==> src/eic_cfg.svh <==
// eic_cfg.svh: offsets, bit positions, reset values and counts of the
// external interrupt front end; assumes byte addressing on the bus.
`ifndef EIC_CFG_SVH
`define EIC_CFG_SVH
// register byte offsets
`define EIC_OFS_CTL 8'h88
`define EIC_OFS_REQ 8'hc0
`define EIC_OFS_POL 8'hc8
`define EIC_OFS_IEN0 8'h10
`define EIC_OFS_IEN1 8'h14
`define EIC_OFS_UHI 8'h18
`define EIC_OFS_ULO 8'h1c
`define EIC_OFS_UPOL 8'h20
`define EIC_OFS_SFLG 8'h30
`define EIC_OFS_SMSK 8'h40
`define EIC_OFS_STAT 8'h50
// control register bits
`define EIC_T1_OVF 7
`define EIC_T1_RUN 6
`define EIC_T0_OVF 5
`define EIC_T0_RUN 4
`define EIC_IRQ1_REQ 3
`define EIC_IRQ1_SENSE 2
`define EIC_IRQ0_REQ 1
`define EIC_IRQ0_SENSE 0
// polarity register bits
`define EIC_POL_B 6
`define EIC_POL_A 5
// enable register bits
`define EIC_GLB 7
`define EIC_IRQ1_EN 2
`define EIC_IRQ0_EN 0
// request register: interrupt 2 at this bit, 3..6 above it
`define EIC_IRC_BASE 1
`define EIC_RST_BYTE 8'h00
`define EIC_MC_CLKS 1
`define EIC_SRC_W 8
`endif

==> src/eic_pkg.sv <==
// eic_pkg.sv: types of the external interrupt front end.
// assumes eic_cfg.svh is compiled alongside.
package eic_pkg;
  typedef struct packed {
    logic cyc;
    logic stb;
    logic we;
    logic [7:0] adr;
    logic [3:0] sel;
    logic [31:0] dat;
  } eic_wbreq_s;
  typedef struct packed {
    logic ack;
    logic [31:0] dat;
  } eic_wbrsp_s;
  // timer overflow pair and the seven external lines
  typedef struct packed {
    logic [1:0] tmr;
    logic [6:0] ext;
  } eic_irq_s;
  typedef struct packed {
    logic ack;
    logic [15:0] rdat;
    logic [7:0] ctl;
    logic [7:0] reqFlg;
    logic [7:0] pol;
    logic [7:0] ien0;
    logic [7:0] ien1;
    logic [7:0] uHi;
    logic [7:0] uLo;
    logic [7:0] uPol;
    logic [2:0][7:0] sFlag;
    logic [2:0][7:0] sMask;
    logic [2:0] grpPrev;
    logic [1:0] linePrev;
    logic [1:0] pinPrev;
    logic [3:0] mcCnt;
    eic_irq_s pend;
    logic wake;
  } eic_state_s;
endpackage

==> src/eic_core.sv <==
// eic_core.sv: external interrupt front end with a classic Wishbone slave.
// assumes the cpu sequencer pulses ack when it enters a handler and
// peripheral sources share core_clk.
`timescale 1ns/1ps
`include "eic_cfg.svh"
module eic_core
  import eic_pkg::*;
#(
  parameter int SRC_W = `EIC_SRC_W,
  parameter int MC_CLKS = `EIC_MC_CLKS
) (
  // clock and reset
  input wire logic core_clk,
  input wire logic rst_n,
  // wishbone slave
  input wire eic_wbreq_s wbReq,
  output eic_wbrsp_s wbRsp,
  // pins
  input wire logic [7:0] user_io_pins,
  input wire logic dedicated_irq_pin_a,
  input wire logic dedicated_irq_pin_b,
  // peripheral sources: smart card, usb/rtc/keypad, i2c/fault/comparator
  input wire logic [SRC_W-1:0] scSrc,
  input wire logic [SRC_W-1:0] usbSrc,
  input wire logic [SRC_W-1:0] i2cSrc,
  // timers
  input wire logic [1:0] timerOvf,
  output logic [1:0] timerRun,
  // cpu sequencer
  input wire eic_irq_s irqAck,
  output eic_irq_s irqPend,
  input wire logic cpuStopped,
  output logic wakeReq
);
  localparam logic [7:0] SRC_MASK = 8'((9'h001 << SRC_W) - 9'h001);
  localparam logic [3:0] MC_LAST = 4'(MC_CLKS - 1);

  generate
    if (SRC_W < 1 || SRC_W > 8) begin : g_bad_src
      $error("SRC_W must be 1 to 8");
    end
    if (MC_CLKS < 1 || MC_CLKS > 16) begin : g_bad_mc
      $error("MC_CLKS must be 1 to 16");
    end
  endgenerate

  // group index of an address in a block of three words, 3 when outside
  function automatic logic [1:0] grpIdx(input logic [7:0] adr, input logic [7:0] base);
    logic [7:0] d;
    d = adr - base;
    if (adr >= base && d < 8'h0c && d[1:0] == 2'h0) begin
      grpIdx = d[3:2];
    end else begin
      grpIdx = 2'h3;
    end
  endfunction

  // edge pick of a dedicated pin; pos 1 takes the rising edge
  function automatic logic pickEdge(input logic rise, input logic fall, input logic pos);
    pickEdge = pos ? rise : fall;
  endfunction

  eic_state_s s;
  eic_state_s next_s;
  logic [9:0] pins;
  logic [7:0] userAct;
  logic [1:0] line;
  logic [1:0] lineFall;
  logic [1:0] pinRise;
  logic [1:0] pinFall;
  logic [1:0] pinEdge;
  logic [2:0][7:0] srcIn;
  logic [2:0] comb;
  logic [6:0] extFlags;
  logic [6:0] extEn;
  logic take;
  logic wr;
  logic rd;
  logic [1:0] fGrp;
  logic [1:0] mGrp;
  logic tick;

  // all pins cross into core_clk through three stages
  eic_sync #(
    .W(10)
  ) i_eic_sync (
    .core_clk(core_clk),
    .rst_n(rst_n),
    .din({dedicated_irq_pin_b, dedicated_irq_pin_a, user_io_pins}),
    .dout(pins)
  );

  // line derivation; internal lines are active high
  always_comb begin
    userAct = ~(pins[7:0] ^ s.uPol); // polarity 1 means pin high is active
    line[0] = |(userAct & s.uHi); // high priority events
    line[1] = |(userAct & s.uLo); // low priority events
    lineFall = line & ~s.linePrev; // activation seen as the rising edge of the active-high line
    pinRise = pins[9:8] & ~s.pinPrev;
    pinFall = ~pins[9:8] & s.pinPrev;
    pinEdge[0] = pickEdge(pinRise[0], pinFall[0], s.pol[`EIC_POL_A]);
    pinEdge[1] = pickEdge(pinRise[1], pinFall[1], s.pol[`EIC_POL_B]);
    srcIn[0] = 8'(scSrc) & SRC_MASK;
    srcIn[1] = 8'(usbSrc) & SRC_MASK;
    srcIn[2] = 8'(i2cSrc) & SRC_MASK;
    for (int k = 0; k < 3; k++) begin
      comb[k] = |(s.sFlag[k] & s.sMask[k]);
    end
    extFlags = {s.reqFlg[5:1], s.ctl[`EIC_IRQ1_REQ], s.ctl[`EIC_IRQ0_REQ]};
    extEn = {s.ien1[5:1], s.ien0[`EIC_IRQ1_EN], s.ien0[`EIC_IRQ0_EN]};
  end

  // bus decode; a request is taken in the cycle before ack rises
  always_comb begin
    take = wbReq.cyc && wbReq.stb && !s.ack;
    wr = take && wbReq.we && wbReq.sel[0];
    rd = take && !wbReq.we;
    fGrp = grpIdx(wbReq.adr, `EIC_OFS_SFLG);
    mGrp = grpIdx(wbReq.adr, `EIC_OFS_SMSK);
    tick = s.mcCnt == MC_LAST;
  end

  // next state: software write first, then service clears, then hardware
  // sets, so that an event in a clearing cycle is never lost
  always_comb begin
    next_s = s;
    next_s.ack = take;
    if (take) begin
      next_s.rdat = 16'h0000;
      case (wbReq.adr)
        `EIC_OFS_CTL: next_s.rdat[7:0] = s.ctl;
        `EIC_OFS_REQ: next_s.rdat[7:0] = s.reqFlg;
        `EIC_OFS_POL: next_s.rdat[7:0] = s.pol;
        `EIC_OFS_IEN0: next_s.rdat[7:0] = s.ien0;
        `EIC_OFS_IEN1: next_s.rdat[7:0] = s.ien1;
        `EIC_OFS_UHI: next_s.rdat[7:0] = s.uHi;
        `EIC_OFS_ULO: next_s.rdat[7:0] = s.uLo;
        `EIC_OFS_UPOL: next_s.rdat[7:0] = s.uPol;
        `EIC_OFS_STAT: next_s.rdat = {6'h00, s.wake, s.pend};
        default: begin
          if (fGrp != 2'h3) begin
            next_s.rdat[7:0] = s.sFlag[fGrp];
          end else if (mGrp != 2'h3) begin
            next_s.rdat[7:0] = s.sMask[mGrp];
          end
        end
      endcase
    end
    if (wr) begin
      case (wbReq.adr)
        `EIC_OFS_CTL: next_s.ctl = wbReq.dat[7:0];
        `EIC_OFS_REQ: next_s.reqFlg = wbReq.dat[7:0] & 8'h3e; // unused bits stay zero
        `EIC_OFS_POL: next_s.pol = wbReq.dat[7:0] & 8'h60;
        `EIC_OFS_IEN0: next_s.ien0 = wbReq.dat[7:0] & 8'h85;
        `EIC_OFS_IEN1: next_s.ien1 = wbReq.dat[7:0] & 8'h3e;
        `EIC_OFS_UHI: next_s.uHi = wbReq.dat[7:0];
        `EIC_OFS_ULO: next_s.uLo = wbReq.dat[7:0];
        `EIC_OFS_UPOL: next_s.uPol = wbReq.dat[7:0];
        default: begin
          if (mGrp != 2'h3) begin
            next_s.sMask[mGrp] = wbReq.dat[7:0] & SRC_MASK;
          end
        end
      endcase
    end
    // reading a source flag register empties it; software keeps the copy
    if (rd && fGrp != 2'h3) begin
      next_s.sFlag[fGrp] = 8'h00;
    end
    // handler entry clears the core flags without software
    if (irqAck.ext[0]) begin
      next_s.ctl[`EIC_IRQ0_REQ] = 1'b0;
    end
    if (irqAck.ext[1]) begin
      next_s.ctl[`EIC_IRQ1_REQ] = 1'b0;
    end
    if (irqAck.tmr[1]) begin
      next_s.ctl[`EIC_T1_OVF] = 1'b0;
    end
    if (irqAck.tmr[0]) begin
      next_s.ctl[`EIC_T0_OVF] = 1'b0;
    end
    for (int i = 2; i < 7; i++) begin
      if (irqAck.ext[i]) begin
        next_s.reqFlg[`EIC_IRC_BASE + i - 2] = 1'b0;
      end
    end
    // hardware sets, independent of any enable
    if (timerOvf[1]) begin
      next_s.ctl[`EIC_T1_OVF] = 1'b1;
    end
    if (timerOvf[0]) begin
      next_s.ctl[`EIC_T0_OVF] = 1'b1;
    end
    if (s.ctl[`EIC_IRQ0_SENSE]) begin
      if (lineFall[0]) begin
        next_s.ctl[`EIC_IRQ0_REQ] = 1'b1;
      end
    end else begin
      next_s.ctl[`EIC_IRQ0_REQ] = line[0]; // level mode is not latched
    end
    if (s.ctl[`EIC_IRQ1_SENSE]) begin
      if (lineFall[1]) begin
        next_s.ctl[`EIC_IRQ1_REQ] = 1'b1;
      end
    end else begin
      next_s.ctl[`EIC_IRQ1_REQ] = line[1];
    end
    if (pinEdge[0]) begin
      next_s.reqFlg[`EIC_IRC_BASE] = 1'b1;
    end
    if (pinEdge[1]) begin
      next_s.reqFlg[`EIC_IRC_BASE + 1] = 1'b1;
    end
    for (int k = 0; k < 3; k++) begin
      next_s.sFlag[k] = next_s.sFlag[k] | srcIn[k]; // set beats read clear
      next_s.grpPrev[k] = comb[k];
      if (comb[k] && !s.grpPrev[k]) begin
        next_s.reqFlg[`EIC_IRC_BASE + 2 + k] = 1'b1; // rising edge of the group
      end
    end
    next_s.linePrev = line;
    next_s.pinPrev = pins[9:8];
    // pending view refreshed once per machine cycle
    next_s.mcCnt = tick ? 4'h0 : s.mcCnt + 4'h1;
    if (tick) begin
      next_s.pend.ext = extFlags & extEn & {7{s.ien0[`EIC_GLB]}};
      next_s.pend.tmr = {s.ctl[`EIC_T1_OVF], s.ctl[`EIC_T0_OVF]} & {2{s.ien0[`EIC_GLB]}};
    end
    // wake runs from the synchronised level, needing no cpu clock activity
    next_s.wake = cpuStopped && line[0] && s.ien0[`EIC_IRQ0_EN];
  end

  // one register for all state; reset leaves every register at zero
  always_ff @(posedge core_clk) begin
    if (!rst_n) begin
      s <= '0;
    end else begin
      s <= next_s;
    end
  end

  // outputs straight from state
  assign wbRsp.ack = s.ack;
  assign wbRsp.dat = {16'h0000, s.rdat};
  assign timerRun = {s.ctl[`EIC_T1_RUN], s.ctl[`EIC_T0_RUN]};
  assign irqPend = s.pend;
  assign wakeReq = s.wake;
endmodule

==> src/eic_sync.sv <==
// eic_sync.sv: three-stage input synchroniser with agreement filter.
// assumes asynchronous inputs; output follows once stages two and three agree.
`timescale 1ns/1ps
module eic_sync #(
  parameter int W = 10
) (
  // clock and reset
  input wire logic core_clk,
  input wire logic rst_n,
  // data
  input wire logic [W-1:0] din,
  output logic [W-1:0] dout
);
  typedef struct packed {
    logic [W-1:0] ff1;
    logic [W-1:0] ff2;
    logic [W-1:0] ff3;
    logic [W-1:0] stable;
  } eic_sync_s;
  eic_sync_s s;
  eic_sync_s next_s;

  // shift chain; ff1 feeds ff2 only, to keep metastability contained
  always_comb begin
    next_s = s;
    next_s.ff1 = din;
    next_s.ff2 = s.ff1;
    next_s.ff3 = s.ff2;
    for (int i = 0; i < W; i++) begin
      if (s.ff2[i] == s.ff3[i]) begin
        next_s.stable[i] = s.ff3[i];
      end
    end
  end

  // inputs idle high (active-low pins) but reset to zero; first edges settle
  always_ff @(posedge core_clk) begin
    if (!rst_n) begin
      s <= '0;
    end else begin
      s <= next_s;
    end
  end

  assign dout = s.stable;
endmodule

==> config.mk <==
export PLATFORM = sky130hd
export DESIGN_NAME = eic_core
export DESIGN_NICKNAME = d
export VERILOG_FILES = /design/src/eic_pkg.sv /design/src/eic_core.sv /design/src/eic_sync.sv
export VERILOG_INCLUDE_DIRS = /design/src
export SDC_FILE = /design/constraint.sdc
export NUM_CORES = 1
export LEC_CHECK = 0
export ABC_AREA = 1
export BUFFER_PORTS_ARGS = -buffer_cell sky130_fd_sc_hd__clkbuf_2
export CORE_ASPECT_RATIO = 0.5
export CORE_MARGIN = 2
export CORE_UTILIZATION = 60
export DETAILED_ROUTE_END_ITERATION = 8
export GPL_TIMING_DRIVEN = 0
export HOLD_SLACK_MARGIN = 0.06
export PLACE_DENSITY = 0.86
export SLEW_MARGIN = 20
export SYNTH_ARGS = -nofsm -noshare
export SYNTH_HDL_FRONTEND = slang
export SYNTH_SLANG_ARGS = --single-unit
==> constraint.sdc <==
create_clock -name core_clk -period 2.4 [get_ports core_clk]
set_clock_uncertainty 0.2 [all_clocks]
set_input_delay 0.48 -clock core_clk [delete_from_list [all_inputs] [get_ports core_clk]]
set_output_delay 0.48 -clock core_clk [all_outputs]
set_load 0.01 [all_outputs]
==> flow_metrics.env <==
export IMPL_status="finished clean"
export IMPL_fp_dieW_um=162
export IMPL_io_pins=140
export IMPL_use_met1_pct=47.1
export IMPL_grt_busiest_layer="met2"
export IMPL_routabilityCongestion=1.06
export IMPL_drt_iter0_markers=788
export IMPL_finish_utilization_pct=74.5
export IMPL_drive_gt1_share_pct=18.7
export IMPL_grt_remaining_overflow=0
export IMPL_crit_path_top_delay_cell="nor2_1"
export IMPL_worstMarginPinSlew_ns=0.879
export IMPL_ant_nets=0
export IMPL_drc=0
export IMPL_cts_tree="yes"
export IMPL_cts_resized=0
export IMPL_vias=7421
export IMPL_async_reset_ff_share_pct=0
export IMPL_crit_required_ns=2.53
export IMPL_tns_ns=0
export IMPL_io_buffers=89
export IMPL_num_fill_cells=934
export IMPL_finalMaxSlewViolations=0
export IMPL_synthToLayoutAreaGrowth_pct=19.5
export IMPL_synthDistinctLibCells=36
export IMPL_max_clock_path_buffers=2
export IMPL_fin_crit_sh_pct=90.6
export IMPL_grtUsageMet2_pct=59.4
export IMPL_slew_headroom_pct=41.4
export IMPL_drv_cap=0
export IMPL_max_stage_delay_ns=0.51
export IMPL_cellLeakagePower_uw=0.00403
export IMPL_arrival_ns=2.31
export IMPL_groute_usage_overall_pct=36.4
export IMPL_grt_pass1_wl_um=37100
export IMPL_dieArea_sq_mm=0.0134
export IMPL_cts_clk_slew_worst_paths_ns=0.08
export IMPL_synth_edff_count=0
export IMPL_grt_pass1_vias=7132
export IMPL_diodes=0
export IMPL_synthCells=1005
export IMPL_start_util_pct=62.3
export IMPL_path_delay_family="simple AND/OR/NAND/NOR gates"
export IMPL_crit_buf_inv=3
export IMPL_dpl_hpwl_um=17800
export IMPL_drtPass1Iterations=5
export IMPL_htreeDepth=4
export IMPL_cts_buffers=17
export IMPL_cts_setup_buffers=0
export IMPL_synth_area_per_cell_sq_um=7.43
export IMPL_place_inst=1280
export IMPL_row_count=28
export IMPL_vias_per_cell=5.61
export IMPL_ys_warn_count=0
export IMPL_stdcell_count=1322
export IMPL_path_max_fanout=10
export IMPL_syn_area_sq_mm=0.00747
export IMPL_fmax_mhz=460
export IMPL_crit_chain="inv_1, ha_1, nand2_1, nor2_1, inv_1, clkbuf_1, nand2_1, nor2_1"
export IMPL_clock_latency_ns=0.43
export IMPL_finish_net_count=1241
export IMPL_min_path_type="in2reg"
export IMPL_synth_ff_type="dfxtp_1"
export IMPL_antenna_found_initial=0
export IMPL_wl_um=24300
export IMPL_path_class="reg2reg"
export IMPL_finalSetupViolations=0
export IMPL_cp_start_kind="flop"
export IMPL_hold_buffers=10
export IMPL_rsz0062_at_grt="no"
export IMPL_seq_area_frac_synth_pct=44.8
export IMPL_critPathCaptureType="flop"
export IMPL_cts_sinks=167
export IMPL_routedWlPerCell_um=18.4
export IMPL_use_met3_pct=8.39
export IMPL_grt_max_degree=20
export IMPL_power_density_mw_per_mm2=687
export IMPL_die_h_um=82.9
export IMPL_peakVddDrop_mv=0.450
export IMPL_root_buffer="clkbuf_16"
export IMPL_hold_viol=0
export IMPL_synth_seq_cells=167
export IMPL_fin_crit_ns=2.18
export IMPL_coreArea_sq_mm=0.0120
## cell type report
| cell class | instances | area (sq um) | area share [%] |
|---|---|---|---|
| Buffer | 80 | 526 | 5.89 |
| Clock buffer | 17 | 425 | 4.77 |
| Multi-Input combinational cell | 663 | 3240 | 36.3 |
| Clock inverter | 15 | 203 | 2.27 |
| Timing Repair Buffer | 99 | 546 | 6.11 |
| Inverter | 116 | 437 | 4.89 |
| Sequential cell | 167 | 3340 | 37.5 |
| Tap cell | 165 | 206 | 2.31 |
## sequential cells by signal, summed over array words and instances (netlist names), 2 cells and up
register,cells
s,90
i_eic_sync.next_s,20
wbRsp,11
i_eic_sync.dout,10
i_eic_sync.s,10
irqPend,9
extEn,7
extFlags,7
timerRun,2
## synthesized netlist by cell type (3+ instances only)
cell type / count / share of area [%]
a221oi_1: 3 / 0.35
nand2_2: 7 / 0.59
clkbuf_1: 19 / 0.96
inv_1: 106 / 5.3
nor2_1: 104 / 5.2
dfxtp_1: 167 / 45
o21ai_0: 84 / 5.6
nand2_1: 162 / 8.1
buf_2: 6 / 0.40
nor2_4: 13 / 2.0
a31oi_1: 4 / 0.34
nor3_1: 5 / 0.34
a22o_1: 11 / 1.3
nand4_1: 6 / 0.50
o211ai_1: 7 / 0.70
a211oi_1: 6 / 0.60
xnor2_1: 9 / 1.1
nand3_2: 4 / 0.54
buf_4: 48 / 4.8
nand3_1: 82 / 5.5
inv_2: 8 / 0.40
a21oi_1: 119 / 8.0
buf_6: 5 / 0.75
## worst paths after layout
| check | startpoint | end | slack, ns | cells past startpoint |
|---|---|---|---|---|
| worst max register to register | s[10]$_SDFF_PP0_ | s[10]$_SDFF_PP0_ | 0.22 | 8 |
| worst min register to register | i_eic_sync.next_s[26]$_SDFF_PN0_ | i_eic_sync.next_s[16]$_SDFF_PN0_ | 0.22 | 2 |
| worst max-delay path | s[10]$_SDFF_PP0_ | s[10]$_SDFF_PP0_ | 0.22 | 8 |
| worst min-delay path | i2cSrc[0] | s[61]$_SDFF_PN0_ | 0.05 | 3 |
## stage by stage
| step | hold WS, ns | setup slack, ns | power, uW | area, sq um |
|---|---|---|---|---|
| finish | 0.0541 | 0.224 | 6130 | 8920 |
| floorplan | 0.190 | 0.570 | 3120 | 7540 |
| CTS | 0.0604 | 0.294 | 6100 | 8920 |
| global route | 0.0666 | 0.0258 | 6290 | 8920 |
| global placement | 0.193 | -0.0580 | 3280 | 8200 |
| detailed placement | 0.206 | -0.0598 | 3280 | 8200 |
## tightest hold or removal path, stage by stage
cell      delay (ns)
clkbuf_2        0.08
a21oi_1         0.03
nor2_1          0.07
## cell families after synthesis
kind of cell / count (synthesis) / synth area share (%)
other: 1 / 0.0502
adder cells (fa/ha/maj): 2 / 0.335
flip-flops: 167 / 44.8
AND/OR/NAND/NOR: 390 / 23.5
buffers and inverters: 196 / 12.9
XOR/XNOR: 9 / 1.06
AO/OA/AOI/OAI: 240 / 17.4
## cell usage in the layout, fill, tap and decap left out, types with 2 or more instances in the layout
| master | instances |
|---|---|
| dfxtp_1 | 167 |
| nand2_1 | 162 |
| a21oi_1 | 119 |
| inv_1 | 106 |
| nor2_1 | 104 |
| clkbuf_2 | 89 |
| o21ai_0 | 84 |
| nand3_1 | 82 |
| buf_4 | 48 |
| conb_1 | 22 |
| clkbuf_1 | 19 |
| clkbuf_16 | 17 |
| nor2_4 | 13 |
| a22o_1 | 11 |
| dlygate4sd3_1 | 10 |
| xnor2_1 | 9 |
| inv_2 | 8 |
| nand2_2 | 7 |
| o211ai_1 | 7 |
| buf_2 | 6 |
| nand4_1 | 6 |
| a211oi_1 | 6 |
| buf_6 | 5 |
| nor3_1 | 5 |
| clkinv_8 | 5 |
| inv_8 | 5 |
| nand3_2 | 4 |
| a31oi_1 | 4 |
| a221oi_1 | 3 |
| o21bai_1 | 2 |
| o21ai_1 | 2 |
| nor2_2 | 2 |
| buf_1 | 2 |
| nand3b_1 | 2 |
| o22ai_1 | 2 |
| ha_1 | 2 |
| clkinv_4 | 2 |
| inv_6 | 2 |
## per-layer routing
metal  up-vias  part of all wire, %
li1       3495                    -
met1      3438                   41
met2       408                   45
met3        80                   11
met4         0                  4.1
met5         -                    0
## power by group
group	switching [uW]	total, uW	internal (uW)
combinational	247	383	136
sequential	47.3	2870	2820
clock	1360	2880	1520
total	1650	6130	4480
Note: power is estimated with default switching activity, not from simulation.
